--- config.mk ---
export PLATFORM = sky130hd
export DESIGN_NAME = usbcse_device_flat
export DESIGN_NICKNAME = d
export VERILOG_FILES = /design/src/usbcse_pkg.sv /design/src/usbcse_if.sv /design/src/usbcse_stat_fifo.sv /design/src/usbcse_device.sv /design/src/flat_wrapper.sv
export SDC_FILE = /design/constraint.sdc
export NUM_CORES = 1
export LEC_CHECK = 0
export BUFFER_PORTS_ARGS = -buffer_cell sky130_fd_sc_hd__buf_2
export CORE_AREA = 2 2 161 163
export DETAILED_ROUTE_END_ITERATION = 8
export DIE_AREA = 0 0 163 165
export PLACE_DENSITY = 0.44
export RECOVER_POWER = 25
export REMOVE_ABC_BUFFERS = 1
export SETUP_SLACK_MARGIN = 0.5
export SKIP_CTS_REPAIR_TIMING = 1
export SYNTH_ARGS = -nofsm -noshare
export SYNTH_HDL_FRONTEND = slang
export SYNTH_HIERARCHICAL = 1
export SYNTH_SLANG_ARGS = --single-unit
--- constraint.sdc ---
create_clock -name REF_CLK -period 3.8 [get_ports REF_CLK]
set_input_delay 0.76 -clock REF_CLK [delete_from_list [all_inputs] [get_ports REF_CLK]]
set_output_delay 0.76 -clock REF_CLK [all_outputs]
set_load 0.02 [all_outputs]
--- src/usbcse_pkg.sv ---
package usbcse_pkg;
  // ==========================================================
  // device register map
  localparam logic [11:0] ADDR_CFG     = 12'hf39;
  localparam logic [11:0] ADDR_STAT    = 12'hf64;
  localparam logic [11:0] ADDR_EP_BASE = 12'hf26;
  localparam int          EP_COUNT     = 16;
  localparam int          EP_IDX_W     = 4;
  localparam int          REG_ADDR_W   = 12;
  localparam int          REG_DATA_W   = 8;
  // ==========================================================
  // configuration fields
  localparam int          CFG_EYE      = 7;
  localparam int          CFG_OEMON    = 6;
  localparam int          CFG_PULLUP   = 4;
  localparam int          CFG_TRDIS    = 3;
  localparam int          CFG_FULL_SPEED_SELECT     = 2;
  localparam int          CFG_PPB_LSB  = 0;
  localparam logic [7:0]  CFG_RESET    = 8'h00;
  localparam logic [7:0]  CFG_WMASK    = 8'hdf;
  // ==========================================================
  // endpoint control fields
  localparam int          EP_BITS      = 5;
  localparam int          EP_HSHK      = 4;
  localparam int          EP_CONDIS    = 3;
  localparam int          EP_OUTEN     = 2;
  localparam int          EP_INEN      = 1;
  localparam int          EP_STALL     = 0;
  localparam logic [4:0]  EP_RESET     = 5'h00;
  // ==========================================================
  // status entry: {endpoint, direction, bank}
  localparam int          STAT_W       = 6;
  localparam int          FIFO_DEPTH   = 4;
  typedef enum logic [1:0] {
    USBCSE_PPB_OFF   = 2'b00,
    USBCSE_PPB_OUT0  = 2'b01,
    USBCSE_PPB_ALL   = 2'b10,
    USBCSE_PPB_EP1UP = 2'b11
  } usbcse_ppb_t;
  typedef enum logic [1:0] {
    USBCSE_PID_OUT   = 2'b00,
    USBCSE_PID_IN    = 2'b01,
    USBCSE_PID_SETUP = 2'b10
  } usbcse_pid_t;
  typedef enum logic [1:0] {
    USBCSE_RESP_NONE = 2'b00,
    USBCSE_RESP_ACK  = 2'b01,
    USBCSE_RESP_NAK  = 2'b10,
    USBCSE_RESP_NOHS = 2'b11
  } usbcse_resp_t;
  // ==========================================================
  // timing: engine clock runs four times the bit rate
  localparam int          REF_CLK_KHZ  = 25000;
  localparam int          ENG_FS_KHZ   = 48000;
  localparam int          ENG_LS_KHZ   = 6000;
  localparam int          ENG_PER_BIT  = 4;
  localparam int          EYE_FS_RAW   = REF_CLK_KHZ * ENG_PER_BIT / ENG_FS_KHZ;
  localparam int          EYE_LS_RAW   = REF_CLK_KHZ * ENG_PER_BIT / ENG_LS_KHZ;
  localparam int          EYE_FS_CYC   = (EYE_FS_RAW < 1) ? 1 : EYE_FS_RAW;
  localparam int          EYE_LS_CYC   = (EYE_LS_RAW < 1) ? 1 : EYE_LS_RAW;
  localparam int          EYE_CNT_W    = 5;
  // ==========================================================
  // controller register map on the bus
  localparam int          AXI_ADDR_W   = 8;
  localparam logic [7:0]  AXI_ADDR     = 8'h00;
  localparam logic [7:0]  AXI_WDATA    = 8'h04;
  localparam logic [7:0]  AXI_CTRL     = 8'h08;
  localparam logic [7:0]  AXI_STATUS   = 8'h0c;
  localparam logic [7:0]  AXI_MODEN    = 8'h10;
  localparam int          CTRL_WR      = 0;
  localparam int          CTRL_RD      = 1;
  localparam int          CTRL_CLR     = 2;
  localparam int          ST_BUSY      = 0;
  localparam int          ST_FLAG      = 1;
  localparam int          ST_REFUSED   = 2;
  localparam int          ST_RDATA_LSB = 8;
  localparam logic [1:0]  AXI_OKAY     = 2'b00;
  localparam logic [1:0]  AXI_SLVERR   = 2'b10;
endpackage

--- src/usbcse_if.sv ---
`timescale 1ns/1ps
interface usbcse_if;
  logic [11:0] reg_addr;
  logic [7:0]  reg_wdata;
  logic        reg_wr;
  logic        reg_rd;
  logic [7:0]  reg_rdata;
  logic        reg_rvalid;
  logic        xfer_flag;
  logic        xfer_clr;
  modport dev (
    input  reg_addr, reg_wdata, reg_wr, reg_rd, xfer_clr,
    output reg_rdata, reg_rvalid, xfer_flag
  );
  modport fw (
    output reg_addr, reg_wdata, reg_wr, reg_rd, xfer_clr,
    input  reg_rdata, reg_rvalid, xfer_flag
  );
endinterface

--- src/usbcse_stat_fifo.sv ---
`timescale 1ns/1ps
module usbcse_stat_fifo #(
  parameter int W     = 6,
  parameter int DEPTH = 4
) (
  input  wire logic         clk,
  input  wire logic         rst_n,
  input  wire logic         push,
  input  wire logic [W-1:0] push_data,
  input  wire logic         pop,
  output logic      [W-1:0] head,
  output logic              empty,
  output logic              full
);
  localparam int PW = $clog2(DEPTH);
  localparam logic [PW:0] CNT_FULL = (PW+1)'(DEPTH);
  logic [W-1:0] mem_r [DEPTH];
  logic [W-1:0] mem_nxt [DEPTH];
  logic [PW-1:0] rd_r, rd_nxt, wr_r, wr_nxt;
  logic [PW:0]   cnt_r, cnt_nxt;
  logic          do_push, do_pop;

  assign empty = (cnt_r == '0);
  assign full  = (cnt_r == CNT_FULL);
  assign head  = mem_r[rd_r];

  always_comb begin
    do_pop  = pop && !empty;
    do_push = push && (!full || do_pop);
    mem_nxt = mem_r;
    rd_nxt  = rd_r;
    wr_nxt  = wr_r;
    cnt_nxt = cnt_r;
    if (do_push) begin
      mem_nxt[wr_r] = push_data;
      wr_nxt        = (wr_r == PW'(DEPTH-1)) ? '0 : PW'(wr_r + 1'b1);
    end
    if (do_pop) begin
      rd_nxt = (rd_r == PW'(DEPTH-1)) ? '0 : PW'(rd_r + 1'b1);
    end
    if (do_push && !do_pop) begin
      cnt_nxt = (PW+1)'(cnt_r + 1'b1);
    end else if (do_pop && !do_push) begin
      cnt_nxt = (PW+1)'(cnt_r - 1'b1);
    end
  end

  always_ff @(posedge clk or negedge rst_n) begin
    if (!rst_n) begin
      for (int i = 0; i < DEPTH; i++) begin
        mem_r[i] <= '0;
      end
      rd_r  <= '0;
      wr_r  <= '0;
      cnt_r <= '0;
    end else begin
      mem_r <= mem_nxt;
      rd_r  <= rd_nxt;
      wr_r  <= wr_nxt;
      cnt_r <= cnt_nxt;
    end
  end
endmodule

--- src/usbcse_device.sv ---
// Design decision made here: the AXI4-Lite interface to the registers.
`timescale 1ns/1ps
// Behaviour
// - config bit 3 switches transceiver off
// - config bit 2 picks full or low speed
// - config bit 4 enables pull-up per speed
// - pull-up ignored while transceiver off
// - bit 6 monitors drive; forced active when off
// - two bits pick double buffering per endpoint
// - bit 7 repeats eye pattern until cleared
// - firmware prepares module before eye test
// - firmware freezes speed/pull-up/transceiver while enabled
// - status window shows head of four-entry queue
// - clearing flag advances; next entry re-raises quickly
// - empty queue after clear leaves flag low
// - full queue answers endpoint requests with NAK
// - entry: endpoint, direction, bank; ends zero
// - firmware reads status only while flag set
// - sixteen endpoints with identical control registers
// - endpoint bit 4 enables handshakes
// - bit 3 clear allows SETUP when bidirectional
// - bits 2 and 1 enable OUT and IN
// - engine sets stall bit until firmware clears
// - firmware keeps endpoint 0 control enabled
module usbcse_device #(
  parameter int FIFO_DEPTH = usbcse_pkg::FIFO_DEPTH
) (
  input  wire logic                REF_CLK,
  input  wire logic                RESETN,
  usbcse_if.dev                    BUS,
  input  wire logic                XFER_DONE,
  input  wire logic [3:0]          XFER_EP,
  input  wire logic                XFER_DIR_IN,
  input  wire logic                XFER_BANK_ODD,
  input  wire logic                TOKEN_REQ,
  input  wire logic [3:0]          TOKEN_EP,
  input  usbcse_pkg::usbcse_pid_t  TOKEN_PID,
  input  wire logic                STALL_SENT,
  input  wire logic [3:0]          STALL_EP,
  input  wire logic                LINE_DRIVING,
  output usbcse_pkg::usbcse_resp_t TOKEN_RESP,
  output logic                     TOKEN_DBUF,
  output logic                     TRANSCEIVER_ON,
  output logic                     FULL_SPEED,
  output logic                     PULLUP_DP,
  output logic                     PULLUP_DM,
  output logic                     LINE_DRIVE_N,
  output logic                     EYE_ACTIVE,
  output logic                     EYE_DP,
  output logic                     EYE_DM,
  output usbcse_pkg::usbcse_ppb_t  DOUBLE_BUF_MODE
);
  import usbcse_pkg::*;

  // ==========================================================
  // helpers
  function automatic logic ep_hit(input logic [11:0] a);
    ep_hit = (a >= ADDR_EP_BASE) && (a < ADDR_EP_BASE + 12'(EP_COUNT));
  endfunction

  function automatic logic [3:0] ep_idx(input logic [11:0] a);
    logic [11:0] d;
    d      = a - ADDR_EP_BASE;
    ep_idx = d[EP_IDX_W-1:0];
  endfunction

  function automatic logic dbuf_used(input usbcse_ppb_t m, input logic [3:0] ep,
                                     input logic dir_in);
    case (m)
      USBCSE_PPB_OUT0:  dbuf_used = (ep == 4'h0) && !dir_in;
      USBCSE_PPB_ALL:   dbuf_used = 1'b1;
      USBCSE_PPB_EP1UP: dbuf_used = (ep != 4'h0);
      default:          dbuf_used = 1'b0;
    endcase
  endfunction

  // ==========================================================
  // registers and status queue
  logic [7:0]         cfg_r, cfg_nxt;
  logic [EP_BITS-1:0] ep_r [EP_COUNT];
  logic [EP_BITS-1:0] ep_nxt [EP_COUNT];
  logic               flag_r, flag_nxt;
  logic [7:0]         rdata_r, rdata_nxt;
  logic               rvalid_r, rvalid_nxt;
  logic [STAT_W-1:0]  fifo_head, push_data;
  logic               fifo_empty, fifo_full, pop;
  usbcse_ppb_t        ppb;

  assign ppb       = usbcse_ppb_t'(cfg_r[CFG_PPB_LSB +: 2]);
  assign pop       = BUS.xfer_clr && flag_r;
  assign push_data = {XFER_EP, XFER_DIR_IN,
                      XFER_BANK_ODD && dbuf_used(ppb, XFER_EP, XFER_DIR_IN)};

  usbcse_stat_fifo #(
    .W     (STAT_W),
    .DEPTH (FIFO_DEPTH)
  ) u_fifo (
    .clk       (REF_CLK),
    .rst_n     (RESETN),
    .push      (XFER_DONE),
    .push_data (push_data),
    .pop       (pop),
    .head      (fifo_head),
    .empty     (fifo_empty),
    .full      (fifo_full)
  );

  always_comb begin
    cfg_nxt    = cfg_r;
    ep_nxt     = ep_r;
    rvalid_nxt = BUS.reg_rd;
    rdata_nxt  = 8'h00;
    if (BUS.reg_wr) begin
      if (BUS.reg_addr == ADDR_CFG) begin
        cfg_nxt = BUS.reg_wdata & CFG_WMASK;
      end else if (ep_hit(BUS.reg_addr)) begin
        ep_nxt[ep_idx(BUS.reg_addr)] = BUS.reg_wdata[EP_BITS-1:0];
      end
    end
    if (STALL_SENT) begin
      ep_nxt[STALL_EP][EP_STALL] = 1'b1;
    end
    if (BUS.reg_rd) begin
      if (BUS.reg_addr == ADDR_CFG) begin
        rdata_nxt = cfg_r;
      end else if (BUS.reg_addr == ADDR_STAT) begin
        rdata_nxt = {1'b0, fifo_head, 1'b0};
      end else if (ep_hit(BUS.reg_addr)) begin
        rdata_nxt = {3'h0, ep_r[ep_idx(BUS.reg_addr)]};
      end
    end
    // clear drops the flag one cycle; a waiting entry raises it next cycle
    if (pop) begin
      flag_nxt = 1'b0;
    end else begin
      flag_nxt = flag_r || !fifo_empty;
    end
  end

  always_ff @(posedge REF_CLK or negedge RESETN) begin
    if (!RESETN) begin
      cfg_r <= CFG_RESET;
      for (int i = 0; i < EP_COUNT; i++) begin
        ep_r[i] <= EP_RESET;
      end
      flag_r   <= 1'b0;
      rdata_r  <= 8'h00;
      rvalid_r <= 1'b0;
    end else begin
      cfg_r    <= cfg_nxt;
      ep_r     <= ep_nxt;
      flag_r   <= flag_nxt;
      rdata_r  <= rdata_nxt;
      rvalid_r <= rvalid_nxt;
    end
  end

  assign BUS.reg_rdata  = rdata_r;
  assign BUS.reg_rvalid = rvalid_r;
  assign BUS.xfer_flag  = flag_r;

  // ==========================================================
  // token answers
  usbcse_resp_t       resp_r, resp_nxt;
  logic               dbuf_r, dbuf_nxt;
  logic [EP_BITS-1:0] tok_ep;
  logic               tok_ok;

  always_comb begin
    tok_ep   = ep_r[TOKEN_EP];
    resp_nxt = USBCSE_RESP_NONE;
    dbuf_nxt = 1'b0;
    case (TOKEN_PID)
      USBCSE_PID_OUT:   tok_ok = tok_ep[EP_OUTEN];
      USBCSE_PID_IN:    tok_ok = tok_ep[EP_INEN];
      USBCSE_PID_SETUP: tok_ok = tok_ep[EP_OUTEN] && tok_ep[EP_INEN]
                                 && !tok_ep[EP_CONDIS];
      default:          tok_ok = 1'b0;
    endcase
    if (TOKEN_REQ && tok_ok) begin
      dbuf_nxt = dbuf_used(ppb, TOKEN_EP, TOKEN_PID == USBCSE_PID_IN);
      if (fifo_full) begin
        resp_nxt = USBCSE_RESP_NAK;
      end else if (tok_ep[EP_HSHK]) begin
        resp_nxt = USBCSE_RESP_ACK;
      end else begin
        resp_nxt = USBCSE_RESP_NOHS;
      end
    end
  end

  always_ff @(posedge REF_CLK or negedge RESETN) begin
    if (!RESETN) begin
      resp_r <= USBCSE_RESP_NONE;
      dbuf_r <= 1'b0;
    end else begin
      resp_r <= resp_nxt;
      dbuf_r <= dbuf_nxt;
    end
  end

  assign TOKEN_RESP = resp_r;
  assign TOKEN_DBUF = dbuf_r;

  // ==========================================================
  // line control and eye pattern
  logic [EYE_CNT_W-1:0] cnt_r, cnt_nxt, eye_div;
  logic phase_r, phase_nxt;
  logic xon_r, xon_nxt, fs_r, fs_nxt, pdp_r, pdp_nxt, pdm_r, pdm_nxt;
  logic oen_r, oen_nxt, eact_r, eact_nxt, edp_r, edp_nxt, edm_r, edm_nxt;
  usbcse_ppb_t ppb_r;
  logic trdis, eye, fs;

  always_comb begin
    trdis    = cfg_r[CFG_TRDIS];
    eye      = cfg_r[CFG_EYE];
    fs       = cfg_r[CFG_FULL_SPEED_SELECT];
    eye_div  = fs ? EYE_CNT_W'(EYE_FS_CYC) : EYE_CNT_W'(EYE_LS_CYC);
    cnt_nxt  = '0;
    phase_nxt = 1'b0;
    // both speeds start with D- high: J at low speed, K at full speed
    if (eye) begin
      if (cnt_r == EYE_CNT_W'(eye_div - 1'b1)) begin
        phase_nxt = !phase_r;
      end else begin
        cnt_nxt   = EYE_CNT_W'(cnt_r + 1'b1);
        phase_nxt = phase_r;
      end
    end
    xon_nxt  = !trdis;
    fs_nxt   = fs;
    pdp_nxt  = cfg_r[CFG_PULLUP] && !trdis && fs;
    pdm_nxt  = cfg_r[CFG_PULLUP] && !trdis && !fs;
    oen_nxt  = trdis ? 1'b0 :
               (cfg_r[CFG_OEMON] ? !(LINE_DRIVING || eye) : 1'b1);
    eact_nxt = eye;
    edp_nxt  = eye && phase_nxt;
    edm_nxt  = eye && !phase_nxt;
  end

  always_ff @(posedge REF_CLK or negedge RESETN) begin
    if (!RESETN) begin
      cnt_r   <= '0;
      phase_r <= 1'b0;
      xon_r   <= 1'b1;
      fs_r    <= 1'b0;
      pdp_r   <= 1'b0;
      pdm_r   <= 1'b0;
      oen_r   <= 1'b1;
      eact_r  <= 1'b0;
      edp_r   <= 1'b0;
      edm_r   <= 1'b0;
      ppb_r   <= USBCSE_PPB_OFF;
    end else begin
      cnt_r   <= cnt_nxt;
      phase_r <= phase_nxt;
      xon_r   <= xon_nxt;
      fs_r    <= fs_nxt;
      pdp_r   <= pdp_nxt;
      pdm_r   <= pdm_nxt;
      oen_r   <= oen_nxt;
      eact_r  <= eact_nxt;
      edp_r   <= edp_nxt;
      edm_r   <= edm_nxt;
      ppb_r   <= ppb;
    end
  end

  assign TRANSCEIVER_ON  = xon_r;
  assign FULL_SPEED      = fs_r;
  assign PULLUP_DP       = pdp_r;
  assign PULLUP_DM       = pdm_r;
  assign LINE_DRIVE_N    = oen_r;
  assign EYE_ACTIVE      = eact_r;
  assign EYE_DP          = edp_r;
  assign EYE_DM          = edm_r;
  assign DOUBLE_BUF_MODE = ppb_r;
endmodule

--- src/flat_wrapper.sv ---
// flat-port wrapper written by rule: the top's interface ports become plain ports
module usbcse_device_flat import usbcse_pkg::*;
#(
  parameter int FIFO_DEPTH = usbcse_pkg::FIFO_DEPTH
)
  (REF_CLK, RESETN, XFER_DONE, XFER_EP, XFER_DIR_IN, XFER_BANK_ODD, TOKEN_REQ, TOKEN_EP, TOKEN_PID, STALL_SENT, STALL_EP, LINE_DRIVING, TOKEN_RESP, TOKEN_DBUF, TRANSCEIVER_ON, FULL_SPEED, PULLUP_DP, PULLUP_DM, LINE_DRIVE_N, EYE_ACTIVE, EYE_DP, EYE_DM, DOUBLE_BUF_MODE, BUS_reg_addr, BUS_reg_wdata, BUS_reg_wr, BUS_reg_rd, BUS_xfer_clr, BUS_reg_rdata, BUS_reg_rvalid, BUS_xfer_flag);
  usbcse_if BUS_i ();
  input  wire logic REF_CLK;
  input  wire logic RESETN;
  input  wire logic XFER_DONE;
  input  wire logic [3:0] XFER_EP;
  input  wire logic XFER_DIR_IN;
  input  wire logic XFER_BANK_ODD;
  input  wire logic TOKEN_REQ;
  input  wire logic [3:0] TOKEN_EP;
  input  usbcse_pkg::usbcse_pid_t TOKEN_PID;
  input  wire logic STALL_SENT;
  input  wire logic [3:0] STALL_EP;
  input  wire logic LINE_DRIVING;
  output usbcse_pkg::usbcse_resp_t TOKEN_RESP;
  output logic TOKEN_DBUF;
  output logic TRANSCEIVER_ON;
  output logic FULL_SPEED;
  output logic PULLUP_DP;
  output logic PULLUP_DM;
  output logic LINE_DRIVE_N;
  output logic EYE_ACTIVE;
  output logic EYE_DP;
  output logic EYE_DM;
  output usbcse_pkg::usbcse_ppb_t DOUBLE_BUF_MODE;
  input wire logic [$bits(BUS_i.reg_addr)-1:0] BUS_reg_addr;
  input wire logic [$bits(BUS_i.reg_wdata)-1:0] BUS_reg_wdata;
  input wire logic [$bits(BUS_i.reg_wr)-1:0] BUS_reg_wr;
  input wire logic [$bits(BUS_i.reg_rd)-1:0] BUS_reg_rd;
  input wire logic [$bits(BUS_i.xfer_clr)-1:0] BUS_xfer_clr;
  output wire logic [$bits(BUS_i.reg_rdata)-1:0] BUS_reg_rdata;
  output wire logic [$bits(BUS_i.reg_rvalid)-1:0] BUS_reg_rvalid;
  output wire logic [$bits(BUS_i.xfer_flag)-1:0] BUS_xfer_flag;
  assign BUS_i.reg_addr = BUS_reg_addr;
  assign BUS_i.reg_wdata = BUS_reg_wdata;
  assign BUS_i.reg_wr = BUS_reg_wr;
  assign BUS_i.reg_rd = BUS_reg_rd;
  assign BUS_i.xfer_clr = BUS_xfer_clr;
  assign BUS_reg_rdata = BUS_i.reg_rdata;
  assign BUS_reg_rvalid = BUS_i.reg_rvalid;
  assign BUS_xfer_flag = BUS_i.xfer_flag;
  usbcse_device #(.FIFO_DEPTH(FIFO_DEPTH)) u_core (.REF_CLK(REF_CLK), .RESETN(RESETN), .BUS(BUS_i), .XFER_DONE(XFER_DONE), .XFER_EP(XFER_EP), .XFER_DIR_IN(XFER_DIR_IN), .XFER_BANK_ODD(XFER_BANK_ODD), .TOKEN_REQ(TOKEN_REQ), .TOKEN_EP(TOKEN_EP), .TOKEN_PID(TOKEN_PID), .STALL_SENT(STALL_SENT), .STALL_EP(STALL_EP), .LINE_DRIVING(LINE_DRIVING), .TOKEN_RESP(TOKEN_RESP), .TOKEN_DBUF(TOKEN_DBUF), .TRANSCEIVER_ON(TRANSCEIVER_ON), .FULL_SPEED(FULL_SPEED), .PULLUP_DP(PULLUP_DP), .PULLUP_DM(PULLUP_DM), .LINE_DRIVE_N(LINE_DRIVE_N), .EYE_ACTIVE(EYE_ACTIVE), .EYE_DP(EYE_DP), .EYE_DM(EYE_DM), .DOUBLE_BUF_MODE(DOUBLE_BUF_MODE));
endmodule
==> key figures <==
STA
  • Final min period: 2.72 ns
  • Clk_skew: 0.00882 ns
  • Max Fclk: 0.368 GHz
  • Setup violations, final: 0
  • Fin Setup TNS: 0 ns
  • Hold Fails Final Rpt: 0
  • Slew of the pin with the lowest slew margin: 2.36 ns
  • Final Max Slew Viols: 92
  • Slew HR: -57.5%
  • Period utilization: 71.5%
  • RSZ-0062 raised after global routing: false

Clocking
  • Worst-Skew Late Latency: 0.43 ns
  • CTS clock-pin slew for the worst setup and hold paths: 0.06 ns
  • Total CTS buffers: 17
  • CTS Buffer Depth: 2
  • CTS HTree Levels: 4
  • Clock root cell: clkbuf_16
  • CTS tree: yes
  • Clk sinks: 146

GRT
  • Initial antenna violation count: 0
  • Largest net degree at the start of global routing: 93
  • Vias in the first global route: 5386
  • Total global-route track usage: 15.8%
  • First-pass GRT wire length: 31700 um
  • Overflow after GRT: 0

Critical path
  • Crit path DAT: 3.02 ns
  • Buf/Inv on CP: 1
  • CP peak stage delay: 0.66 ns
  • Setup crit start kind: input pin
  • Max FO, Critical Path: 11
  • Slowest stage cell on the critical path: nor2_1
  • Setup CP Type: input pin to flip-flop
  • Delay-heaviest family, CP: simple AND/OR/NAND/NOR gates
  • Origin of the critical flop-to-flop path: u_core/BUS.xfer_flag$_DFF_PN0_
  • Crit-path cells: buf_2 -> ha_1 -> nor2_1 -> nand4_1 -> nor2_1 -> mux2_2
  • Worst Setup SP: BUS_reg_addr[1]
  • Req. time, crit path: 4.11 ns
  • CP Capture Type: flip-flop
  • Most frequent CP cell: nor2_1

Routing
  • Pre-antenna DRT Iters: 4
  • Routed wire length: 20200 um
  • Starting DRT DRC Count: 271
  • Vias per inst: 5.13
  • Via count: 5009
  • Wire per inst: 20.6 um
  • Final ANT Viol Nets: 0
  • Remaining DRCs: 0

Floorplan
  • DIE AREA: 0.0269 mm^2
  • Rows: 58
  • Core area: 0.0250 mm^2
  • DIE HEIGHT: 165 um
  • Ports: 68
  • Die width: 163 um
  • Starting Density: 29.6%

Synth
  • Count of cell types in the netlist: 54
  • Synth async-reset ratio: 100%
  • Prevailing post-synth register cell: dfrtp_1
  • Top cell type's share of synthesized area: 48.7%
  • Top-count cell post-synth: dfrtp_1
  • Largest cells by area after synthesis: dfrtp_1 (49%), mux2_2 (15%), mux4_2 (11%)
  • Sequential element share of the synthesized area: 49.4%
  • Synth cell count leaders: dfrtp_1 (144), mux2_2 (101), nor2_1 (36), mux4_2 (35), nand2_1 (29)
  • Number of flops mapped to enable cells by yosys: 0
  • Yosys reg bits: 146
  • Synthesized area per cell: 13.1 um^2
  • Synth warn: 6
  • Cells after Synth: 566
  • Synth area leader: dfrtp_1
  • Netlist Area Pre-Place: 0.00740 mm^2

Cells and area
  • # diodes: 0
  • Final Util: 34.8%
  • Share of layout cells above drive strength 1: 39.1%
  • Fill cells: 2465
  • P&R area growth vs syn: 17.8%
  • Footprint of the multi-input gates: 0.00356 mm^2
  • Register area: 0.00366 mm^2
  • Final #Nets: 688

Placement
  • Hpwl dp: 14500 um
  • Final GP Congestion: 0.840
  • IO Port Bufs: 66

Status
  • Outcome: complete, but fails checks
  • Failing checks: capacitance limit, slew limit

Run
  • Max-Cap Viols: 1

Pwr
  • Leakage Power: 3.88 nW
  • Power Dens Cells: 505 mW/mm^2
  • Max rail drop VDD: 253 uV

Worst hold path
  • Hold Path Origin: u_core/cfg_r[3]$_DFFE_PN0P_
  • Worst Hold Class: flip-flop to flip-flop
==> layout by cell type, fill, tap and decap left out, types with 16 or more instances in the layout <==
master	count
clkbuf_16	17
mux4_2	35
mux2_2	101
dfrtp_1	144
inv_1	17
o21ai_0	16
buf_2	64
nor2_1	36
nand2_1	29
==> state kept, by name, summed over array words and instances, names as in the netlist, 3 cells and up <==
signal and flops:
u_core/BUS.reg_rdata 8, u_core/cfg_r 7, u_core/cnt_r 5, u_core/ep_r 80
u_core/u_fifo/cnt_r 3, u_core/u_fifo/mem_r 24
==> worst register-to-register path, stage by stage, from the launching register on <==
cell and delay [ns]:
dfrtp_1 0.39, and2_1 0.20, nor4b_4 0.38, and2b_2 0.29, ha_1 0.23, inv_1 0.08, fa_1 0.40, mux2_2 0.27
==> logic make-up after synthesis <==
group / synth area share, %
AOI/OAI and AO/OA: 6.29
xor gates and xnor gates: 1.28
adders and majority gates: 1.62
buffers and inverters: 2.47
DFF: 49.4
muxes: 29.2
and+or+nand+nor: 9.74
==> stage by stage <==
| stage | setup slack (ns) | power, mW | std cells | instance area (um^2) | hold WS (ns) |
|---|---|---|---|---|---|
| 2_1_floorplan | 1.20 | 2.40 | 539 | 7280 | 0.406 |
| 3_3_place_gp | 0.626 | 2.66 | 945 | 8120 | 0.455 |
| 3_5_place_dp | 0.648 | 2.71 | 945 | 8120 | 0.458 |
| 4_1_cts | 1.10 | 4.47 | 977 | 8730 | 0.468 |
| 5_1_grt | 0.839 | 4.63 | 977 | 8720 | 0.492 |
| 6_report | 1.08 | 4.40 | 977 | 8720 | 0.464 |
==> routing by layer <==
metal	global-route usage, %	share of wire [%]	wire length [um]	vias to the layer above
met5	0	0	0	-
met3	3.52	5.0	1000	21
met2	26.9	50	10000	141
met1	20.2	44	8860	2589
met4	4.75	1.5	293	0
li1	-	-	-	2258
==> area by class of cell <==
| cell class | instances | share of cell area, % |
|---|---|---|
| timing repair buffer | 76 | 4.78 |
| sequential | 146 | 41.9 |
| clock inverter | 14 | 2.05 |
| tap | 330 | 4.74 |
| inverter | 17 | 0.732 |
| multi-input combinational | 376 | 40.9 |
| clock buffer | 18 | 4.92 |
==> report_power, final <==
group          switching, mW  leakage, nW  total [mW]  internal (mW)
Sequential             0.166         1.90        1.91           1.75
Clock                  0.700        0.300        1.74           1.04
Combinational          0.341         1.67       0.745          0.403
Total                   1.21         3.88        4.40           3.19
==> worst paths after layout <==
check / to / slack (ns) / cells past startpoint
worst max-delay path: u_core/ep_r[38]$_DFFE_PN0P_ / 1.08 / 6
worst min-delay path: u_core/LINE_DRIVE_N$_DFF_PN1_ / 0.46 / 1
worst max register to register: u_core/u_fifo/cnt_r[1]$_DFFE_PN0P_ / 1.45 / 7
worst min register to register: u_core/LINE_DRIVE_N$_DFF_PN1_ / 0.46 / 1
max in group asynchronous: u_core/ep_r[35]$_DFF_PN0_ / 1.37 / 1
min in group asynchronous: u_core/EYE_DP$_DFF_PN0_ / 1.05 / 1
(Power assumes the default switching activity.)
